## src/urf_consts.vh

```
`ifndef URF_CONSTS_VH
`define URF_CONSTS_VH
// Register offsets
`define URF_OFS_RSTCTL      8'h10
`define URF_OFS_MODE        8'h40
`define URF_OFS_KEPT        8'h44
// Control register fields
`define URF_BIT_CORE_RST    0
`define URF_BIT_BUS_RST     1
`define URF_BIT_FRM_RST     2
`define URF_BIT_RX_FLUSH    4
`define URF_BIT_TX_FLUSH    5
`define URF_TXNUM_LSB       6
`define URF_TXNUM_MSB       10
`define URF_BIT_MST_IDLE    31
`define URF_RSTCTL_RESET    32'h8000_0000
// Flush target codes
`define URF_TXNUM_ALL       5'h10
`define URF_TXNUM_NPER      5'h00
`define URF_TXNUM_PER       5'h01
// Kept-across-core-reset register fields
`define URF_BIT_CLK_GATE    0
`define URF_BIT_CLK_STOP    1
`define URF_PHYSEL_LSB      2
`define URF_PHYSEL_MSB      3
`define URF_SPDSEL_LSB      4
`define URF_SPDSEL_MSB      5
// Timing counts in cycles
`define URF_RX_FLUSH_CYC    4'h8
`define URF_TX_FLUSH_CYC    4'h8
`define URF_CORE_RST_CYC    4'h8
`define URF_BUS_RST_CYC     4'h4
`define URF_CNT_W           4
`endif

```

## src/urf_sync2.v

```verilog
`timescale 1ns/100ps
`default_nettype none
// Two-stage level synchroniser for pin inputs
module urf_sync2 (
	input  wire core_clk_i, // Clock
	input  wire srst_i,     // Sync reset
	input  wire d_i,        // Async level
	output wire q_o         // Synchronised level
);
	reg meta_r;
	reg sync_r;
	// First stage feeds only the second
	always @(posedge core_clk_i) begin
		if (srst_i) begin
			meta_r <= 1'b0;
			sync_r <= 1'b0;
		end else begin
			meta_r <= d_i;
			sync_r <= meta_r;
		end
	end
	assign q_o = sync_r;
endmodule // urf_sync2
`default_nettype wire

```

## src/urf_timer.v

```verilog
`timescale 1ns/100ps
`default_nettype none
`include "urf_consts.vh"
// Self-clearing operation timer: busy from start until count expires
module urf_timer (
	input  wire                 core_clk_i, // Clock
	input  wire                 srst_i,     // Sync reset
	input  wire                 start_i,    // Begin operation
	input  wire                 hold_i,     // Stall completion
	input  wire [`URF_CNT_W-1:0] len_i,     // Cycles to run
	output wire                 busy_o,     // Operation running
	output wire                 done_o      // Completion pulse
);
	reg [`URF_CNT_W-1:0] cnt_r;
	reg                  busy_r;
	// Count down; hold keeps the last cycle pending
	always @(posedge core_clk_i) begin
		if (srst_i) begin
			cnt_r  <= {`URF_CNT_W{1'b0}};
			busy_r <= 1'b0;
		end else if (start_i && !busy_r) begin
			cnt_r  <= len_i - 4'h1;
			busy_r <= 1'b1;
		end else if (busy_r) begin
			if (cnt_r != {`URF_CNT_W{1'b0}})
				cnt_r <= cnt_r - 4'h1;
			else if (!hold_i)
				busy_r <= 1'b0;
		end
	end
	assign busy_o = busy_r;
	assign done_o = busy_r && (cnt_r == {`URF_CNT_W{1'b0}}) && !hold_i;
endmodule // urf_timer
`default_nettype wire

```

## src/urf_core.v

```verilog
`timescale 1ns/100ps
`default_nettype none
`include "urf_consts.vh"
module urf_core (
	input  wire        core_clk_i,     // 100 MHz clock
	input  wire        srst_i,         // Sync reset, active high
	input  wire [7:0]  reg_addr_i,     // Register byte address
	input  wire [31:0] reg_wdata_i,    // Write data
	input  wire        reg_wr_i,       // Write strobe
	input  wire        reg_rd_i,       // Read strobe
	output reg  [31:0] reg_rdata_o,    // Read data, cycle after strobe
	input  wire        host_mode_pin_i,// Mode level from ID logic
	input  wire        bus_xfer_act_i, // Bus master transfer in flight
	input  wire        usb_xact_act_i, // USB transaction in flight
	output wire        usb_abort_o,    // Abort USB transaction now
	output wire        bus_quiesce_o,  // Stop issuing bus requests
	output wire        slave_idle_o,   // Force bus slave to idle
	output wire        bus_dom_rst_o,  // Bus-domain logic reset
	output wire        phy_dom_rst_o,  // PHY-domain logic reset
	output wire        frame_cnt_clr_o,// Zero host frame counter
	output wire        rx_flush_o,     // Empty receive FIFO
	output wire [16:0] tx_flush_o,     // Empty per transmit FIFO
	output wire        clk_gate_o,     // Kept clock gating bit
	output wire        clk_stop_o,     // Kept clock stop bit
	output wire [1:0]  phy_clk_sel_o,  // Kept PHY clock select
	output wire [1:0]  spd_sel_o       // Kept device speed select
);
	// Control register state
	reg        core_rst_r;
	reg        bus_rst_r;
	reg        frm_rst_r;
	reg        rx_fl_r;
	reg        tx_fl_r;
	reg [4:0]  txnum_r;
	reg [4:0]  txnum_nxt;
	reg        kept_gate_r;
	reg        kept_stop_r;
	reg [1:0]  kept_phy_r;
	reg [1:0]  kept_spd_r;
	reg        usb_ab_r;
	reg [16:0] tx_sel_r;
	wire       host_mode;
	wire       bus_act_s;
	wire       usb_act_s;
	wire       mst_idle;
	wire       core_busy;
	wire       core_done;
	wire       bus_busy;
	wire       bus_done;
	wire       rx_busy;
	wire       rx_done;
	wire       tx_busy;
	wire       tx_done;
	wire       wr_ctl;
	wire       wr_kept;
	wire       any_rst;

	assign wr_ctl  = reg_wr_i && (reg_addr_i == `URF_OFS_RSTCTL);
	assign wr_kept = reg_wr_i && (reg_addr_i == `URF_OFS_KEPT);

	// Mode and activity levels come from outside; synchronise them
	urf_sync2 u_sync_mode (
		.core_clk_i (core_clk_i),
		.srst_i     (srst_i),
		.d_i        (host_mode_pin_i),
		.q_o        (host_mode)
	);
	urf_sync2 u_sync_bus (
		.core_clk_i (core_clk_i),
		.srst_i     (srst_i),
		.d_i        (bus_xfer_act_i),
		.q_o        (bus_act_s)
	);
	urf_sync2 u_sync_usb (
		.core_clk_i (core_clk_i),
		.srst_i     (srst_i),
		.d_i        (usb_xact_act_i),
		.q_o        (usb_act_s)
	);

	// bus ends gracefully
	// Core reset waits out the current bus transfer before completing
	urf_timer u_core_tmr (
		.core_clk_i (core_clk_i),
		.srst_i     (srst_i),
		.start_i    (core_rst_r),
		.hold_i     (bus_act_s),
		.len_i      (`URF_CORE_RST_CYC),
		.busy_o     (core_busy),
		.done_o     (core_done)
	);
	urf_timer u_bus_tmr (
		.core_clk_i (core_clk_i),
		.srst_i     (srst_i),
		.start_i    (bus_rst_r),
		.hold_i     (1'b0),
		.len_i      (`URF_BUS_RST_CYC),
		.busy_o     (bus_busy),
		.done_o     (bus_done)
	);
	urf_timer u_rx_tmr (
		.core_clk_i (core_clk_i),
		.srst_i     (srst_i),
		.start_i    (rx_fl_r),
		.hold_i     (1'b0),
		.len_i      (`URF_RX_FLUSH_CYC),
		.busy_o     (rx_busy),
		.done_o     (rx_done)
	);
	urf_timer u_tx_tmr (
		.core_clk_i (core_clk_i),
		.srst_i     (srst_i),
		.start_i    (tx_fl_r),
		.hold_i     (1'b0),
		.len_i      (`URF_TX_FLUSH_CYC),
		.busy_o     (tx_busy),
		.done_o     (tx_done)
	);

	assign any_rst = srst_i || core_done;

	// number field frozen
	// Field only takes a write while no transmit flush is pending
	always @* begin
		txnum_nxt = txnum_r;
		if (wr_ctl && !tx_fl_r)
			txnum_nxt = reg_wdata_i[`URF_TXNUM_MSB:`URF_TXNUM_LSB];
	end

	// write one sets, hardware clears
	// Writing zero leaves a running operation alone
	always @(posedge core_clk_i) begin
		if (srst_i) begin
			core_rst_r <= 1'b0;
		end else if (wr_ctl && reg_wdata_i[`URF_BIT_CORE_RST]) begin
			core_rst_r <= 1'b1;
		end else if (core_done) begin
			core_rst_r <= 1'b0;
		end
	end

	// clears control bits
	// Other bits fall on core reset, even against a same-cycle write
	always @(posedge core_clk_i) begin
		if (any_rst) begin
			bus_rst_r <= 1'b0;
			frm_rst_r <= 1'b0;
			rx_fl_r   <= 1'b0;
			tx_fl_r   <= 1'b0;
			txnum_r   <= 5'h00;
		end else begin
			txnum_r <= txnum_nxt;
			if (wr_ctl && reg_wdata_i[`URF_BIT_BUS_RST])
				bus_rst_r <= 1'b1;
			else if (bus_done)
				bus_rst_r <= 1'b0;
			// host mode only
			// Ignored in device mode; done in one cycle
			if (wr_ctl && reg_wdata_i[`URF_BIT_FRM_RST] && host_mode)
				frm_rst_r <= 1'b1;
			else
				frm_rst_r <= 1'b0;
			if (wr_ctl && reg_wdata_i[`URF_BIT_RX_FLUSH])
				rx_fl_r <= 1'b1;
			else if (rx_done)
				rx_fl_r <= 1'b0;
			if (wr_ctl && reg_wdata_i[`URF_BIT_TX_FLUSH])
				tx_fl_r <= 1'b1;
			else if (tx_done)
				tx_fl_r <= 1'b0;
		end
	end

	// kept bits survive
	// Only the chip reset clears the kept clock and speed bits
	always @(posedge core_clk_i) begin
		if (srst_i) begin
			kept_gate_r <= 1'b0;
			kept_stop_r <= 1'b0;
			kept_phy_r  <= 2'h0;
			kept_spd_r  <= 2'h0;
		end else if (wr_kept) begin
			kept_gate_r <= reg_wdata_i[`URF_BIT_CLK_GATE];
			kept_stop_r <= reg_wdata_i[`URF_BIT_CLK_STOP];
			kept_phy_r  <= reg_wdata_i[`URF_PHYSEL_MSB:`URF_PHYSEL_LSB];
			kept_spd_r  <= reg_wdata_i[`URF_SPDSEL_MSB:`URF_SPDSEL_LSB];
		end
	end

	// host and device flush targets
	// Bit 16 stands for periodic in host mode; all-code selects every FIFO of the current mode
	always @(posedge core_clk_i) begin
		if (srst_i) begin
			tx_sel_r <= 17'h0_0000;
		end else if (core_busy) begin
			tx_sel_r <= 17'h1_FFFF;
		end else if (tx_busy) begin
			// All-code hits only the FIFOs that exist in the current mode
			if (txnum_r == `URF_TXNUM_ALL && host_mode)
				tx_sel_r <= 17'h1_0001;
			else if (txnum_r == `URF_TXNUM_ALL)
				tx_sel_r <= 17'h0_FFFF;
			else if (host_mode && txnum_r == `URF_TXNUM_PER)
				tx_sel_r <= 17'h1_0000;
			else if (host_mode && txnum_r == `URF_TXNUM_NPER)
				tx_sel_r <= 17'h0_0001;
			else if (!host_mode && !txnum_r[4])
				tx_sel_r <= 17'h0_0001 << txnum_r[3:0];
			else
				tx_sel_r <= 17'h0_0000;
		end else begin
			tx_sel_r <= 17'h0_0000;
		end
	end

	// USB abort at once
	// Abort is raised two cycles after core reset is written
	always @(posedge core_clk_i) begin
		if (srst_i)
			usb_ab_r <= 1'b0;
		else
			usb_ab_r <= core_rst_r && usb_act_s;
	end

	assign mst_idle = !bus_act_s && !bus_busy;

	// Read data registered one cycle after strobe; unmapped reads zero
	always @(posedge core_clk_i) begin
		if (srst_i) begin
			reg_rdata_o <= 32'h0000_0000;
		end else if (reg_rd_i) begin
			case (reg_addr_i)
			`URF_OFS_RSTCTL: reg_rdata_o <= {mst_idle, 20'h0_0000, txnum_r, tx_fl_r,
				rx_fl_r, 1'b0, frm_rst_r, bus_rst_r, core_rst_r};
			`URF_OFS_MODE: reg_rdata_o <= {31'h0000_0000, host_mode};
			`URF_OFS_KEPT: reg_rdata_o <= {26'h000_0000, kept_spd_r, kept_phy_r,
				kept_stop_r, kept_gate_r};
			default: reg_rdata_o <= 32'h0000_0000;
			endcase
		end else begin
			reg_rdata_o <= 32'h0000_0000;
		end
	end

	assign slave_idle_o    = core_busy;
	assign bus_quiesce_o   = core_busy;
	assign phy_dom_rst_o   = core_busy;
	assign bus_dom_rst_o   = core_busy || bus_busy;
	assign usb_abort_o     = usb_ab_r;
	assign frame_cnt_clr_o = frm_rst_r || core_busy;
	assign rx_flush_o      = rx_busy || core_busy;
	assign tx_flush_o      = tx_sel_r;
	assign clk_gate_o      = kept_gate_r;
	assign clk_stop_o      = kept_stop_r;
	assign phy_clk_sel_o   = kept_phy_r;
	assign spd_sel_o       = kept_spd_r;
endmodule // urf_core
`default_nettype wire

```

## config.mk

```make
export PLATFORM = sky130hd
export DESIGN_NAME = urf_core
export DESIGN_NICKNAME = d
export VERILOG_FILES = /design/src/urf_sync2.v /design/src/urf_timer.v /design/src/urf_core.v
export VERILOG_INCLUDE_DIRS = /design/src /design/src/src
export SDC_FILE = /design/constraint.sdc
export NUM_CORES = 1
export LEC_CHECK = 0
export ABC_AREA = 0
export BUFFER_PORTS_ARGS = -buffer_cell sky130_fd_sc_hd__buf_2
export CORE_ASPECT_RATIO = 1.1
export CORE_UTILIZATION = 53
export CTS_CLUSTER_DIAMETER = 100
export DETAILED_ROUTE_END_ITERATION = 10
export GPL_TIMING_DRIVEN = 0
export PLACE_DENSITY_LB_ADDON = 0.25
export SYNTH_ARGS = -nofsm -noshare
export SYNTH_HDL_FRONTEND = slang
export SYNTH_SLANG_ARGS = --single-unit
```

## constraint.sdc

```tcl
create_clock -name core_clk_i -period 3.26 [get_ports core_clk_i]
set_clock_uncertainty 0.15 [all_clocks]
set_input_delay 0.163 -clock core_clk_i [delete_from_list [all_inputs] [get_ports core_clk_i]]
set_output_delay 0.163 -clock core_clk_i [all_outputs]
set_load 0.01 [all_outputs]
```

==> run_results.csv <==
group,metric,value,unit
run_status,outcome,"finished, final reports clean",
drt,drtPass1Iterations,7,
timing,setup_violations,0,
place,dpl.hpwl,4640,µm
worst_setup_path,path_class,"flip-flop to flip-flop",
logic_synthesis,synthDominantCellAreaShare,47.5,%
floorplan,die_height,81.3,µm
floorplan,start_util,55.8,%
layout,final_core_util,72.3,%
place,placed_cells,491,
layout,syn_to_final_growth,29.5,%
logic_synthesis,netlist_area,3030,µm²
layout,n_antenna_cell,0,
logic_synthesis,syn_avg_cell_area,9.19,µm²
logic_synthesis,async_flop_share,0,%
floorplan,core,5430,µm²
place,dp_slack,1390,ps
timing,layout_setup_ws,1360,ps
timing,fin_crit_sh,58.4,%
floorplan,ios,109,
clocking,cts_made_buffers,9,
grt,track_usage,23.5,%
timing,fin_crit,1900,ps
timing,fmaxAchievable,525,MHz
timing,fin_tns_setup,0,ps
pwr,p_leak,1.75,nW
logic_synthesis,ys_seq_area_share,47.5,%
drt,vias,2668,
logic_synthesis,netlist_instances,330,
worst_setup_path,worst-endpoint-required,3330,ps
clocking,clk_path_buf_depth,2,
timing,hold_viol,0,
worst_setup_path,crit_arrival,1970,ps
clocking,cts.clk_slew.worst_paths,70,ps
timing,rsz0062_at_grt,"false",
timing,drv_slew,0,
drt,drt_iter0_markers,220,
layout,stdcell_count,521,
clocking,cts_tree,"built",
clocking,post_cts_buffers,0,
worst_setup_path,start_kind,"flip-flop",
logic_synthesis,yosys_warnings,0,
grt,grt-ovfl-total,0,
worst_setup_path,cp_cell_sequence,"inv_1 > ha_1 > nor4bb_1 > a21o_1 > buf_2 > o32ai_1",
worst_setup_path,cpMaxStageDelayCell,"nor4bb_1",
logic_synthesis,synth_flop_cell,"dfxtp_1",
worst_setup_path,slowest_delay,470,ps
layout,layout_common_cells,"dfxtp_1, buf_2, nor2_1",
clocking,cts.sinks,72,
drt,wl_per_cell,12.9,µm
run,cap_violations,0,
hold_path,min_path_type,"input port to flip-flop",
grt,grt_pass1_wl,10600,µm
place,routabilityCongestion,0.811,
grt,grt_pass1_vias,2339,
layout,layout_commonest_cell,"dfxtp_1",
timing,worst_slew_margin_rel,56.4,%
timing,hold_ws,43.5,ps
logic_synthesis,yosysTopAreaCell,"dfxtp_1",
logic_synthesis,ys_seq_elements,72,
floorplan,die_area,6030,µm²
logic_synthesis,synth_area_leaders,"dfxtp_1, buf_4, nor2_1, a21oi_1, ha_1",
drt,detail_route.vias_per_cell,5.12,
worst_setup_path,path_max_fanout,10,
grt,antenna_found_initial,0,
layout,drive_gt1_share,27.6,%
pwr,power_density,470,nW/µm²
layout,nets,495,
drt,drc_errors,0,
logic_synthesis,yosysUniqueCellTypes,51,
clocking,htreeDepth,3,
place,numPortBuffers,67,
clocking,clock_latency,350,ps
pwr,peakVddDrop,0.268,mV
logic_synthesis,synth_edf_count,0,
clocking,cts-root-buf,"clkbuf_8",
floorplan,rows,28,
timing,worstMarginPinSlew,653,ps
drt,wl,6740,µm
grt,grt_start_max_net_pins,13,
drt,antenna_left,0,
worst_setup_path,cp-end-kind,"flip-flop",
floorplan,die_x,74.1,µm
-- per-layer routing --
metal | global-route usage (%) | vias up | part of all wire, %
li1 | - | 1337 | -
met1 | 28.9 | 1207 | 44
met2 | 38.1 | 104 | 47
met3 | 6.70 | 20 | 6.2
met4 | 10.0 | 0 | 2.9
met5 | 0 | - | 0
-- registers in the layout, summed over array words and instances (netlist names), 2 cells and up --
name and flops:
u_bus_tmr.cnt_r 4, u_core_tmr.cnt_r 4, txnum_r 5, phy_clk_sel_o 2
spd_sel_o 2, tx_flush_o 17, reg_rdata_o 12, u_rx_tmr.cnt_r 4
u_tx_tmr.cnt_r 4
-- synth_stat cells (2+ instances only) --
cell / n
a222oi_1: 2
nor3_1: 5
o21ai_1: 9
nand2_1: 17
a21o_1: 2
ha_1: 7
inv_1: 14
dfxtp_1: 72
a31oi_1: 5
nor2_1: 38
or2_2: 3
o21ai_0: 10
nor4b_2: 2
xnor2_1: 2
nor3b_1: 4
nor4b_1: 4
nor4_1: 5
buf_6: 3
nor2b_1: 14
a32oi_1: 3
buf_2: 3
and3_1: 7
o31ai_1: 2
a221oi_1: 3
a21oi_1: 21
a22oi_1: 7
clkbuf_1: 7
mux2i_1: 5
a211oi_1: 4
buf_4: 24
nand3_1: 6
-- kinds of logic (layout without fill, tap and decap cells) --
group,count (synthesis),after routing,share of synthesized area (%)
AO/OA/AOI/OAI,76,76,16.3
XOR/XNOR,2,2,0.578
adder cells (fa/ha/maj),7,7,2.89
buffers and inverters,52,149,10.3
flip-flops,72,72,47.5
multiplexers,6,6,2.02
other,1,20,0.124
AND/OR/NAND/NOR,114,114,20.3
-- final cells by class --
class	count	area (µm²)
buffer	38	259
clock buffer	11	151
clock inverter	5	103
fill	420	1500
inverter	14	52.6
multi-input combinational	225	1350
sequential	72	1440
tap	75	93.8
timing repair buffer	81	475
-- critical path: cells and delay by family, from the launching register on --
family | cells | cell delay (ps)
buffers and inverters | 2 | 300
AO/OA/AOI/OAI | 2 | 350
flip-flops | 1 | 340
adder cells (fa/ha/maj) | 1 | 170
AND/OR/NAND/NOR | 1 | 470
-- power by group --
part / switching, W / leakage, nW / internal (W)
Sequential: 0.00000159 / 0.581 / 0.000883
Combinational: 0.0000465 / 1.04 / 0.0000466
Clock: 0.000320 / 0.126 / 0.000548
-- timing repair --
action / CTS / global route
hold buffers: 14 / 0
endpoints found under the hold margin: 19 / 0
gates resized for setup: 0 / 0
-- per-stage QoR --
step	area [µm²]	power, W
after floorplan	3100	0.000955
after global placement	3530	0.000982
after detailed placement	3530	0.000983
after CTS	3930	0.00185
after global routing	3930	0.00190
final	3930	0.00185
-- worst paths after layout --
| kind | end | depth (start not counted) | slack, ps | from |
|---|---|---|---|---|
| worst min register to register | u_sync_bus.q_o | 1 | 290 | u_sync_bus.meta_r |
| worst max register to register | core_rst_r | 6 | 1360 | u_core_tmr.cnt_r[0] |
| worst max-delay path | core_rst_r | 6 | 1360 | u_core_tmr.cnt_r[0] |
| worst min-delay path | tx_flush_o[4] | 3 | 40 | srst_i |
Power figures use the tool's default switching activity.
